[src/core/irq_gate_pkg.sv]
// shared constants and carriers for the cpu interrupt enable gating block
// assumes the cpu core drives register ops and the service sequencer on one clock
package irq_gate_pkg;
    localparam int NUM_LINES = 16;
    localparam int LEVEL_LO_BIT = 0;
    localparam int LEVEL_HI_BIT = 13;
    localparam int DATA_LOG_BIT = 14;
    localparam int RTOS_BIT = 15;
    localparam logic [15:0] LEVEL_ENABLE_RESET = 16'h0000;
    localparam logic [15:0] DEBUG_ENABLE_RESET = 16'h0000;

    // register operations the cpu core issues on the enable registers
    typedef enum {
        OP_NONE,
        OP_LEVEL_WRITE,
        OP_LEVEL_OR,
        OP_LEVEL_AND,
        OP_DEBUG_POP
    } reg_op_e;

    // one register request from the cpu core
    typedef struct packed {
        logic valid;
        logic [2:0] op;
        logic [15:0] data;
    } reg_req_s;

    // one service event from the acknowledge sequencer
    typedef struct packed {
        logic valid;
        logic [1:0] kind;
        logic [3:0] line;
    } service_s;

    localparam logic [2:0] OPC_LEVEL_WRITE = 3'h1;
    localparam logic [2:0] OPC_LEVEL_OR = 3'h2;
    localparam logic [2:0] OPC_LEVEL_AND = 3'h3;
    localparam logic [2:0] OPC_DEBUG_POP = 3'h4;
    localparam logic [1:0] SVC_HARDWARE = 2'h0;
    localparam logic [1:0] SVC_SOFTWARE = 2'h1;
    localparam logic [1:0] SVC_TRAP = 2'h2;
endpackage

[src/core/cpu_interrupt_enable_gating.sv]
// enable masks and request gating for the maskable cpu interrupt lines
// assumes the cpu core issues register ops and service events on clock
//
// What this block does
// - level enable bits 13..0 gate levels 14..1, one enables, zero disables
// - debug enable register matters only while halted in real-time mode
// - halted real-time: serve only lines set in both enable registers
// - running real-time: normal handling, debug enable register ignored
// - reset clears all sixteen debug enable bits
// - debug enable bits read and write; one enables, zero disables
// - debug layout: bit 15 rtos, bit 14 data log, 13..0 levels
// - debug register read by push, written by pop only
// - reset clears all level enable bits
// - acknowledge enabled line only if pending and, while running, global mask clear; halted real-time ignores the global mask
// - hardware service or software irq clears its enable bit; trap does not
// - nmi and reset bypass the enable gating entirely
`timescale 1ns/1ps
module cpu_interrupt_enable_gating (
    input wire logic clock,
    input wire logic rst,
    input wire irq_gate_pkg::reg_req_s reg_req,
    input wire irq_gate_pkg::service_s service,
    input wire logic [15:0] pending_flag_register,
    input wire logic global_irq_mask,
    input wire logic halted_rt,
    input wire logic nmi_request,
    output logic [15:0] level_enable_register,
    output logic [15:0] debug_enable_register,
    output logic [15:0] gated_request,
    output logic nmi_out
);
    logic [15:0] level_r;
    logic [15:0] level_nxt;
    logic [15:0] debug_r;
    logic [15:0] grant;
    logic [15:0] gated_r;
    logic nmi_r;
    logic [15:0] clear_mask;

    // service clear: hardware and software irq clear their bit, a trap keeps it
    always_comb begin
        clear_mask = 16'h0000;
        if (service.valid && service.kind != irq_gate_pkg::SVC_TRAP) begin
            clear_mask[service.line] = 1'b1;
        end
    end

    // level register next value; a write in the service cycle is applied first
    always_comb begin
        level_nxt = level_r;
        if (reg_req.valid) begin
            case (reg_req.op)
                irq_gate_pkg::OPC_LEVEL_WRITE: level_nxt = reg_req.data;
                irq_gate_pkg::OPC_LEVEL_OR: level_nxt = level_r | reg_req.data;
                irq_gate_pkg::OPC_LEVEL_AND: level_nxt = level_r & reg_req.data;
                default: level_nxt = level_r;
            endcase
        end
        level_nxt = level_nxt & ~clear_mask;
    end

    // level enable register
    always_ff @(posedge clock) begin
        if (rst) begin
            level_r <= irq_gate_pkg::LEVEL_ENABLE_RESET;
        end else begin
            level_r <= level_nxt;
        end
    end

    // debug enable register, written only by the pop operation
    always_ff @(posedge clock) begin
        if (rst) begin
            debug_r <= irq_gate_pkg::DEBUG_ENABLE_RESET;
        end else if (reg_req.valid && reg_req.op == irq_gate_pkg::OPC_DEBUG_POP) begin
            debug_r <= reg_req.data;
        end
    end

    // per line gating, same bit layout in both registers
    for (genvar i = 0; i < irq_gate_pkg::NUM_LINES; i++) begin : g_line
        line_gate u_gate (
            .pending(pending_flag_register[i]),
            .level_en(level_r[i]),
            .debug_en(debug_r[i]),
            .halted_rt(halted_rt),
            .mask_set(global_irq_mask),
            .grant(grant[i])
        );
    end

    // registered outputs; nmi passes around the masks with matching latency
    always_ff @(posedge clock) begin
        if (rst) begin
            gated_r <= 16'h0000;
            nmi_r <= 1'b0;
        end else begin
            gated_r <= grant;
            nmi_r <= nmi_request;
        end
    end

    assign level_enable_register = level_r;
    assign debug_enable_register = debug_r;
    assign gated_request = gated_r;
    assign nmi_out = nmi_r;
endmodule // cpu_interrupt_enable_gating

[src/core/line_gate.sv]
// per-line gating of one pending request by the two enables and the mode
// assumes all inputs are registered or same-clock logic
`timescale 1ns/1ps
module line_gate (
    input wire logic pending,
    input wire logic level_en,
    input wire logic debug_en,
    input wire logic halted_rt,
    input wire logic mask_set,
    output logic grant
);
    // halted real-time mode ignores the global mask and needs both enables
    always_comb begin
        if (halted_rt) begin
            grant = pending && level_en && debug_en;
        end else begin
            grant = pending && level_en && !mask_set;
        end
    end
endmodule // line_gate

[config.mk]
export PLATFORM = sky130hd
export DESIGN_NAME = cpu_interrupt_enable_gating
export DESIGN_NICKNAME = d
export VERILOG_FILES = /design/src/core/irq_gate_pkg.sv /design/src/core/cpu_interrupt_enable_gating.sv /design/src/core/line_gate.sv
export SDC_FILE = /design/constraint.sdc
export NUM_CORES = 1
export LEC_CHECK = 0
export BUFFER_PORTS_ARGS = -buffer_cell sky130_fd_sc_hd__clkbuf_2
export CORE_UTILIZATION = 45
export DETAILED_ROUTE_END_ITERATION = 7
export PLACE_DENSITY = 0.75
export SLEW_MARGIN = 20
export SYNTH_ARGS = -nofsm -noshare
export SYNTH_HDL_FRONTEND = slang
export SYNTH_SLANG_ARGS = --single-unit
[constraint.sdc]
create_clock -name clock -period 3 [get_ports clock]
set_input_delay 0.6 -clock clock [delete_from_list [all_inputs] [get_ports clock]]
set_output_delay 0.6 -clock clock [all_outputs]
set_load 0.01 [all_outputs]
Word-level counts from Yosys, hierarchy flattened
Index checks and enable logic that the tools add are counted.
- register bits: 49
- input bits: 48
- output and inout bits: 49
- word-level logic and storage cells: 88
- order comparisons: 2
- eq/ne operators: 5
- multiplexer cells: 21
- bitwise logic cells: 4
- reductions and logical operators: 52
- operators with widths (kind ; count):
    $logic_and 1x1->1 ; 51
    $pmux 16 s3 ; 1
    $and 16x16->16 ; 2
    $mux 16 ; 2
    $mux 1 ; 17
    $not 16->16 ; 1
    $or 16x16->16 ; 1
    $eq 3x2->1 const B ; 2
    $lt 4x5->1 const B ; 1
    $demux 1 s4 ; 1
    $ge 4x1->1 const B ; 1
    $eq 3x1->1 const B ; 1
    $eq 3x3->1 const B ; 1
    $ne 2x2->1 const B ; 1
    $logic_not 1->1 ; 1

Longest topological paths before layout
Gate-level depths: netlist of run 1.
- depth after elaboration: 7
- mapped depth: 6
- depth with buffers taken out: 3

Modules after synthesis
A second synthesis of run 1 with hierarchy kept.
- cells, all modules: 314
- area, all modules: 2693.8 sq um
- modules (own cells, without submodules) (module ; times used ; cells an instance ; area an instance (sq um) ; seq. area each (sq um)):
    cpu_interrupt_enable_gating ; 1 ; 250 ; 2333.5 ; 980.9
    line_gate ; 16 ; 4 ; 22.5 ; 0.0

Least setup slack after synthesis of run 1
No wires, ideal clock.
- path type: input to register
- start: input reg_req[16] (netlist name)
- end: register level_r[10], in the netlist level_enable_register[10]
- setup time: 0.138 ns
- arrival time: 1.418 ns
- data required time: 2.862 ns
- slack: 1.445 ns
- cell stages on the path: 6
- path buffers: 3
- cells stage by stage: buf_6 or2_1 buf_6 buf_6 a41oi_1 a211oi_1
- longest elaborated chain between the ends: 4
- elaborated cells on any way between the ends: 6
- those cells by class: 3 x eq/ne; 2 x mux; 1 x bitwise
- RTL lines (element ; RTL line ; text):
    from (decl) ; cpu_interrupt_enable_gating.sv:21 ; input wire irq_gate_pkg::reg_req_s reg_req,
    $eq 3x2->1 or $eq 3x1->1 (tied branches) ; cpu_interrupt_enable_gating.sv:52 ; case (reg_req.op)
    $pmux 16 s3 * ; cpu_interrupt_enable_gating.sv:52 ;
    $mux 16 * ; cpu_interrupt_enable_gating.sv:51 ; if (reg_req.valid) begin
    $and 16x16->16 * ; cpu_interrupt_enable_gating.sv:59 ; level_nxt = level_nxt & ~clear_mask;
    to (signal assigned) ; cpu_interrupt_enable_gating.sv:65 ; level_r <= irq_gate_pkg::LEVEL_ENABLE_RESET;
    to (signal assigned) ; cpu_interrupt_enable_gating.sv:67 ; level_r <= level_nxt;
    to (decl) ; cpu_interrupt_enable_gating.sv:32 ; logic [15:0] level_r;
Every way passes the cells marked *; elsewhere a longest branch is shown, timed or not.
A chain may end at the register's enable or synchronous reset.

Worst setup path in the final report of run 1
- start: input reg_req[16] (netlist name)
- end: register level_r[14], in the netlist level_enable_register[14]
Same word-level chain as after synthesis.

==> flow_metrics.py, run 1 <==
metrics = {
    "status": {
        "status": "finished, final reports clean",
    },
    "power": {
        "p_leak_nw": 1.21,
        "power_density_nw_per_um2": 489,
        "ir_worst_vdd_v": 0.000227,
    },
    "placement": {
        "place_area_um2": 2740,
        "port_buffers": 96,
        "place_ws_ns": 0.821,
        "hpwl_mm": 4.47,
        "place_congestion": 0.843,
    },
    "floorplan": {
        "io_pins": 97,
        "fp-row-count": 26,
        "fp.dieW_um": 76.6,
        "die-area_um2": 5870,
        "initial_utilization": 0.478,
        "core_um2": 5240,
        "die_y_um": 76.6,
    },
    "routing": {
        "drt-pass1-iter-count": 4,
        "vias_per_cell": 5.56,
        "initialDrtViolationCount": 76,
        "post_drt_wl_per_cell_um": 16.1,
        "vias": 2178,
        "drt_wl_total_mm": 6.32,
        "drc": 0,
        "postRouteAntennaNets": 0,
    },
    "timing": {
        "fin_crit_ns": 1.90,
        "layout_setup_ws_ns": 1.10,
        "tns_ns": 0,
        "worst_slew_pin_slew_ns": 1.00,
        "fmax_ghz": 0.527,
        "setup_viol": 0,
        "period_share": 0.632,
        "slew-limit-headroom": 0.329,
        "rsz0062_at_grt": "no",
        "finalHoldViolCount": 0,
        "finClkSkew_ns": 0.00266,
        "final_max_slew_viol_count": 0,
    },
    "worst_setup_path": {
        "rr_endpoint": "level_enable_register[14]",
        "r2r_slack_ns": 1.73,
        "reg2regPathDepth": 3,
        "max_stage_delay_ns": 0.62,
        "path_class": "input pin to flip-flop",
        "critPathMaxFanout": 19,
        "crit_chain": "clkbuf_2 > or2_1 > a21oi_1 > a2111oi_2",
        "cp.arrival_ns": 2.10,
        "crit_family": "simple AND/OR/NAND/NOR gates",
        "path_buf_inv": 1,
        "end_kind": "flip-flop",
        "crit-reg2reg-launch": "level_enable_register[14]",
        "required_ns": 3.20,
        "critPathSlowestCell": "or2_1",
        "startpoint_type": "input pin",
    },
    "job": {
        "maxCapViolations": 0,
    },
    "cells_and_area": {
        "antenna_cells": 0,
        "syn_to_final_growth_pct": 14.7,
        "layout.nets": 369,
        "drive_above_1_share": 0.401,
        "final_area_um2": 2880,
    },
    "synth": {
        "yosysTopAreaCell": "dfxtp_1",
        "syn_area_um2": 2510,
        "synth-edff-count": 0,
        "yosysWarnings": 0,
        "synth_top_area_frac": 0.391,
        "avgSynthCellArea_um2": 9.42,
        "synth.area.top_cells": "dfxtp_1 39%, buf_4 11%, o2111a_1 7.2%",
        "syn_inst": 266,
        "synth_common_cells": "49 x dfxtp_1, 36 x buf_4, 34 x nand2_1",
        "synth-async-reset-ratio": 0,
        "ys_ff_latch": 49,
        "ys_types": 28,
        "synth_seq_area_share": 0.391,
        "post-synth-top-count-cell": "dfxtp_1",
        "ys_dominant_reg_cell": "dfxtp_1",
        "syn_nets": 314,
    },
    "global_route": {
        "grt.total_usage": 0.223,
        "grt_first_pass_wirelength_mm": 10.5,
        "antenna_found_initial": 0,
        "grt_max_degree": 34,
        "gr-total-overflow": 0,
        "grt_pass1_vias": 2136,
    },
    "cts": {
        "root_buffer": "clkbuf_8",
        "cts_tree": "yes",
        "clock_path_buffers": 2,
        "post_cts_resized": 0,
        "clock_sinks": 49,
        "ctsHoldBuffers": 0,
        "clk_pin_slew_worst_paths_ns": 0.09,
        "insertion_delay_ns": 0.30,
        "cts_setup_buffers": 0,
        "htree_levels": 2,
        "cts_made_buffers": 5,
    },
    "hold_path": {
        "min_from": "debug_enable_register[9]",
        "hold_class": "flip-flop to flip-flop",
        "hold_depth": 2,
        "min_to": "debug_enable_register[9]",
    },
}
-- flip-flops by register name, summed over array words and instances (netlist names) --
name                   cells
level_enable_register     16
nmi_out                    1
gated_request             16
debug_enable_register     16
-- final cells by class --
cell class | instances | area [µm²]
clock buffers | 5 | 68.8
clock inverters | 3 | 65.1
fillers | 491 | 2360
inverters | 5 | 18.8
multi-input cells | 158 | 1130
flip-flops and latches | 49 | 981
well taps | 70 | 87.6
repair buffers | 102 | 526
-- worst max path at each step --
stage,slack [ns],endpoint,cells past startpoint,from
after floorplan,1.44,level_enable_register[10],6,reg_req[16]
after global placement,0.87,level_enable_register[14],4,reg_req[16]
after detailed placement,0.82,level_enable_register[14],4,reg_req[16]
after CTS,1.14,level_enable_register[14],4,reg_req[16]
after global routing,1.02,level_enable_register[14],4,reg_req[16]
final,1.10,level_enable_register[14],4,reg_req[16]
-- through the flow --
stage,total power [mW],utilization,hold WS (ns),instances
2_1_floorplan,0.809,-,0.450,266
3_5_place_dp,0.865,0.523,0.465,384
6_report,1.41,0.549,0.476,392
3_3_place_gp,0.859,0.523,0.463,384
4_1_cts,1.42,0.549,0.477,392
5_1_grt,1.46,0.549,0.508,392
-- power by group --
group	internal [mW]	switching (mW)	leakage, nW
Sequential	0.664	0.0129	0.397
Combinational	0.0674	0.106	0.747
Clock	0.331	0.224	0.0681
-- routing by layer --
layer / global-route usage / part of all wire / vias up
li1: - / - / 1077
met1: 0.292 / 0.46 / 1020
met2: 0.361 / 0.47 / 74
met3: 0.0503 / 0.055 / 7
met4: 0.0712 / 0.011 / 0
met5: 0 / 0 / -
-- tightest hold or removal path: stages, from the launching register on --
cell	delay, ns
dfxtp_1	0.33
nand2_1	0.05
a21oi_1	0.05
-- placed cells by master, fill, tap and decap left out --
cell       instances
bufinv_16          2
clkbuf_8           5
a41oi_1           10
maj3_2             1
clkbuf_2          96
o22ai_1           15
buf_4              6
a21oi_1            8
a21oi_2            9
nor4bb_2           1
a21oi_4            1
nand2b_1           4
a41oi_2            5
clkinv_2           1
nand4bb_1          1
a211oi_1          15
nand2_1           34
nor2b_1           19
o2111a_1          16
dfxtp_1           49
or2_2              1
or2_1              1
inv_1              4
a2111oi_2          1
nor4_1            16
clkinv_1           1
-- cell families (layout without fill, tap and decap cells) --
group	Yosys count	after routing	synth area share
AOI/OAI and AO/OA	80	80	0.282
adders and majority gates	1	1	0.00449
DFF	49	49	0.391
buffers and inverters	59	115	0.161
and+or+nand+nor	77	77	0.162
No activity file was read; power rests on OpenSTA's default activity.
==> run 2: changes to the inputs <==
==> constraint.sdc (replaced) <==
create_clock -name clock -period 2 [get_ports clock]
set_input_delay 0.4 -clock clock [delete_from_list [all_inputs] [get_ports clock]]
set_output_delay 0.4 -clock clock [all_outputs]
set_load 0.01 [all_outputs]
==> run 2 against run 1 <==
Compared with the run above:
- non-clock buffer count grew 2
- critical path type unchanged
- critical endpoint is now level_enable_register[12]
- largest power group unchanged
- routed wire length grew 1.4%
- sequential cell count is the same
- clock power grew 4.3%
==> flow_metrics.py, run 2 (synthesized netlist as in run 1, its figures left out) <==
metrics = {
    "status": {
        "status": "finished, final reports clean",
    },
    "cells_and_area": {
        "syn_to_final_growth_pct": 13.4,
        "utilization": 0.543,
        "layout_common_cells": "96 x clkbuf_2, 49 x dfxtp_1, 34 x nand2_1",
        "drive_above_1_share": 0.404,
        "layout_commonest_cell": "clkbuf_2",
        "final_area_um2": 2840,
        "antenna_cells": 0,
        "fin_cells": 394,
        "layout.nets": 371,
    },
    "placement": {
        "place_area_um2": 2760,
        "hpwl_mm": 4.61,
        "place_ws_ns": 0.243,
        "place_congestion": 0.825,
        "port_buffers": 96,
        "place_inst": 386,
    },
    "cts": {
        "ctsHoldBuffers": 0,
        "clock_sinks": 49,
        "insertion_delay_ns": 0.30,
        "clock_path_buffers": 2,
        "clk_pin_slew_worst_paths_ns": 0.09,
        "htree_levels": 2,
        "root_buffer": "clkbuf_8",
        "cts_tree": "yes",
        "post_cts_resized": 0,
        "cts_setup_buffers": 0,
        "cts_made_buffers": 5,
    },
    "worst_setup_path": {
        "crit-reg2reg-launch": "level_enable_register[14]",
        "crit_start": "service[5]",
        "cp.arrival_ns": 1.70,
        "end_kind": "flip-flop",
        "r2r_slack_ns": 0.73,
        "reg2regPathDepth": 3,
        "rr_endpoint": "level_enable_register[14]",
        "critPathMaxFanout": 16,
        "path_class": "input pin to flip-flop",
        "startpoint_type": "input pin",
        "crit_path_end": "level_enable_register[12]",
        "required_ns": 2.22,
    },
    "routing": {
        "vias_per_cell": 5.59,
        "vias": 2204,
        "post_drt_wl_per_cell_um": 16.3,
        "postRouteAntennaNets": 0,
        "drc": 0,
        "drt-pass1-iter-count": 4,
        "initialDrtViolationCount": 87,
        "drt_wl_total_mm": 6.41,
    },
    "floorplan": {
        "fp.dieW_um": 76.6,
        "initial_utilization": 0.478,
        "fp-row-count": 26,
        "io_pins": 97,
        "die-area_um2": 5870,
        "core_um2": 5240,
        "die_y_um": 76.6,
    },
    "timing": {
        "tns_ns": 0,
        "hold_slack_ns": 0.314,
        "worst_slew_pin_slew_ns": 1.05,
        "setup_viol": 0,
        "period_share": 0.742,
        "slew-limit-headroom": 0.300,
        "finClkSkew_ns": 0.00412,
        "finalHoldViolCount": 0,
        "final_max_slew_viol_count": 0,
        "fin_crit_ns": 1.48,
        "fmax_ghz": 0.674,
        "rsz0062_at_grt": "no",
        "layout_setup_ws_ns": 0.517,
    },
    "job": {
        "maxCapViolations": 0,
    },
    "hold_path": {
        "hold_class": "input pin to flip-flop",
    },
    "global_route": {
        "antenna_found_initial": 0,
        "gr-total-overflow": 0,
        "grt.total_usage": 0.228,
        "grt_first_pass_wirelength_mm": 10.6,
        "grt_max_degree": 26,
        "grt_pass1_vias": 2070,
    },
    "power": {
        "pwr-share-clk": 0.312,
        "p_switching_mw": 0.517,
        "p_leak_nw": 1.20,
        "finalPower_mw": 1.86,
        "power_density_nw_per_um2": 654,
        "power_frac_seq": 0.547,
        "internal_power_mw": 1.34,
        "p_sw_frac": 0.278,
        "power_frac_comb": 0.142,
        "ir_worst_vdd_v": 0.000280,
    },
}
-- run 2: cell types whose count changed in the layout (fill, tap and decap cells not counted) --
cell        delta
buf_4          +2
clkinvlp_4     +1
bufinv_16      -2
clkinv_2       +1
-- run 2: area by class of cell --
cell class / count / area [µm²]
clock inverters: 3 / 17.5
flip-flops and latches: 49 / 981
fillers: 477 / 2390
multi-input cells: 158 / 1130
inverters: 5 / 18.8
well taps: 70 / 87.6
repair buffers: 104 / 541
clock buffers: 5 / 68.8
-- run 2: worst min-delay path by stage --
stage	from	end	slack, ns	cells after the start
4_1_cts	nmi_request	nmi_out	0.30	2
3_3_place_gp	debug_enable_register[7]	debug_enable_register[7]	0.46	2
5_1_grt	pending_flag_register[10]	gated_request[10]	0.31	2
3_5_place_dp	debug_enable_register[9]	debug_enable_register[9]	0.46	2
6_report	nmi_request	nmi_out	0.31	2
2_1_floorplan	debug_enable_register[10]	debug_enable_register[10]	0.45	2
-- run 2: power groups by stage --
| stage | Sequential, mW | Clock, mW | Combinational, mW |
|---|---|---|---|
| finish | 1.02 | 0.579 | 0.264 |
| detailed placement | 1.04 | 0 | 0.263 |
| floorplan | 1.03 | 0 | 0.180 |
| global route | 1.02 | 0.647 | 0.289 |
| global placement | 1.04 | 0 | 0.260 |
| CTS | 1.02 | 0.598 | 0.264 |
-- run 2: critical path, stage by stage --
cell	delay (ns)
clkbuf_2	0.07
nor2b_1	0.81
nor4_1	0.15
a211oi_1	0.26
-- run 2: per-layer routing --
metal / vias to the layer above / part of all wire / global-route usage
li1: 1073 / - / -
met1: 1041 / 0.47 / 0.300
met2: 84 / 0.46 / 0.375
met3: 6 / 0.052 / 0.0395
met4: 0 / 0.010 / 0.0769
met5: - / 0 / 0
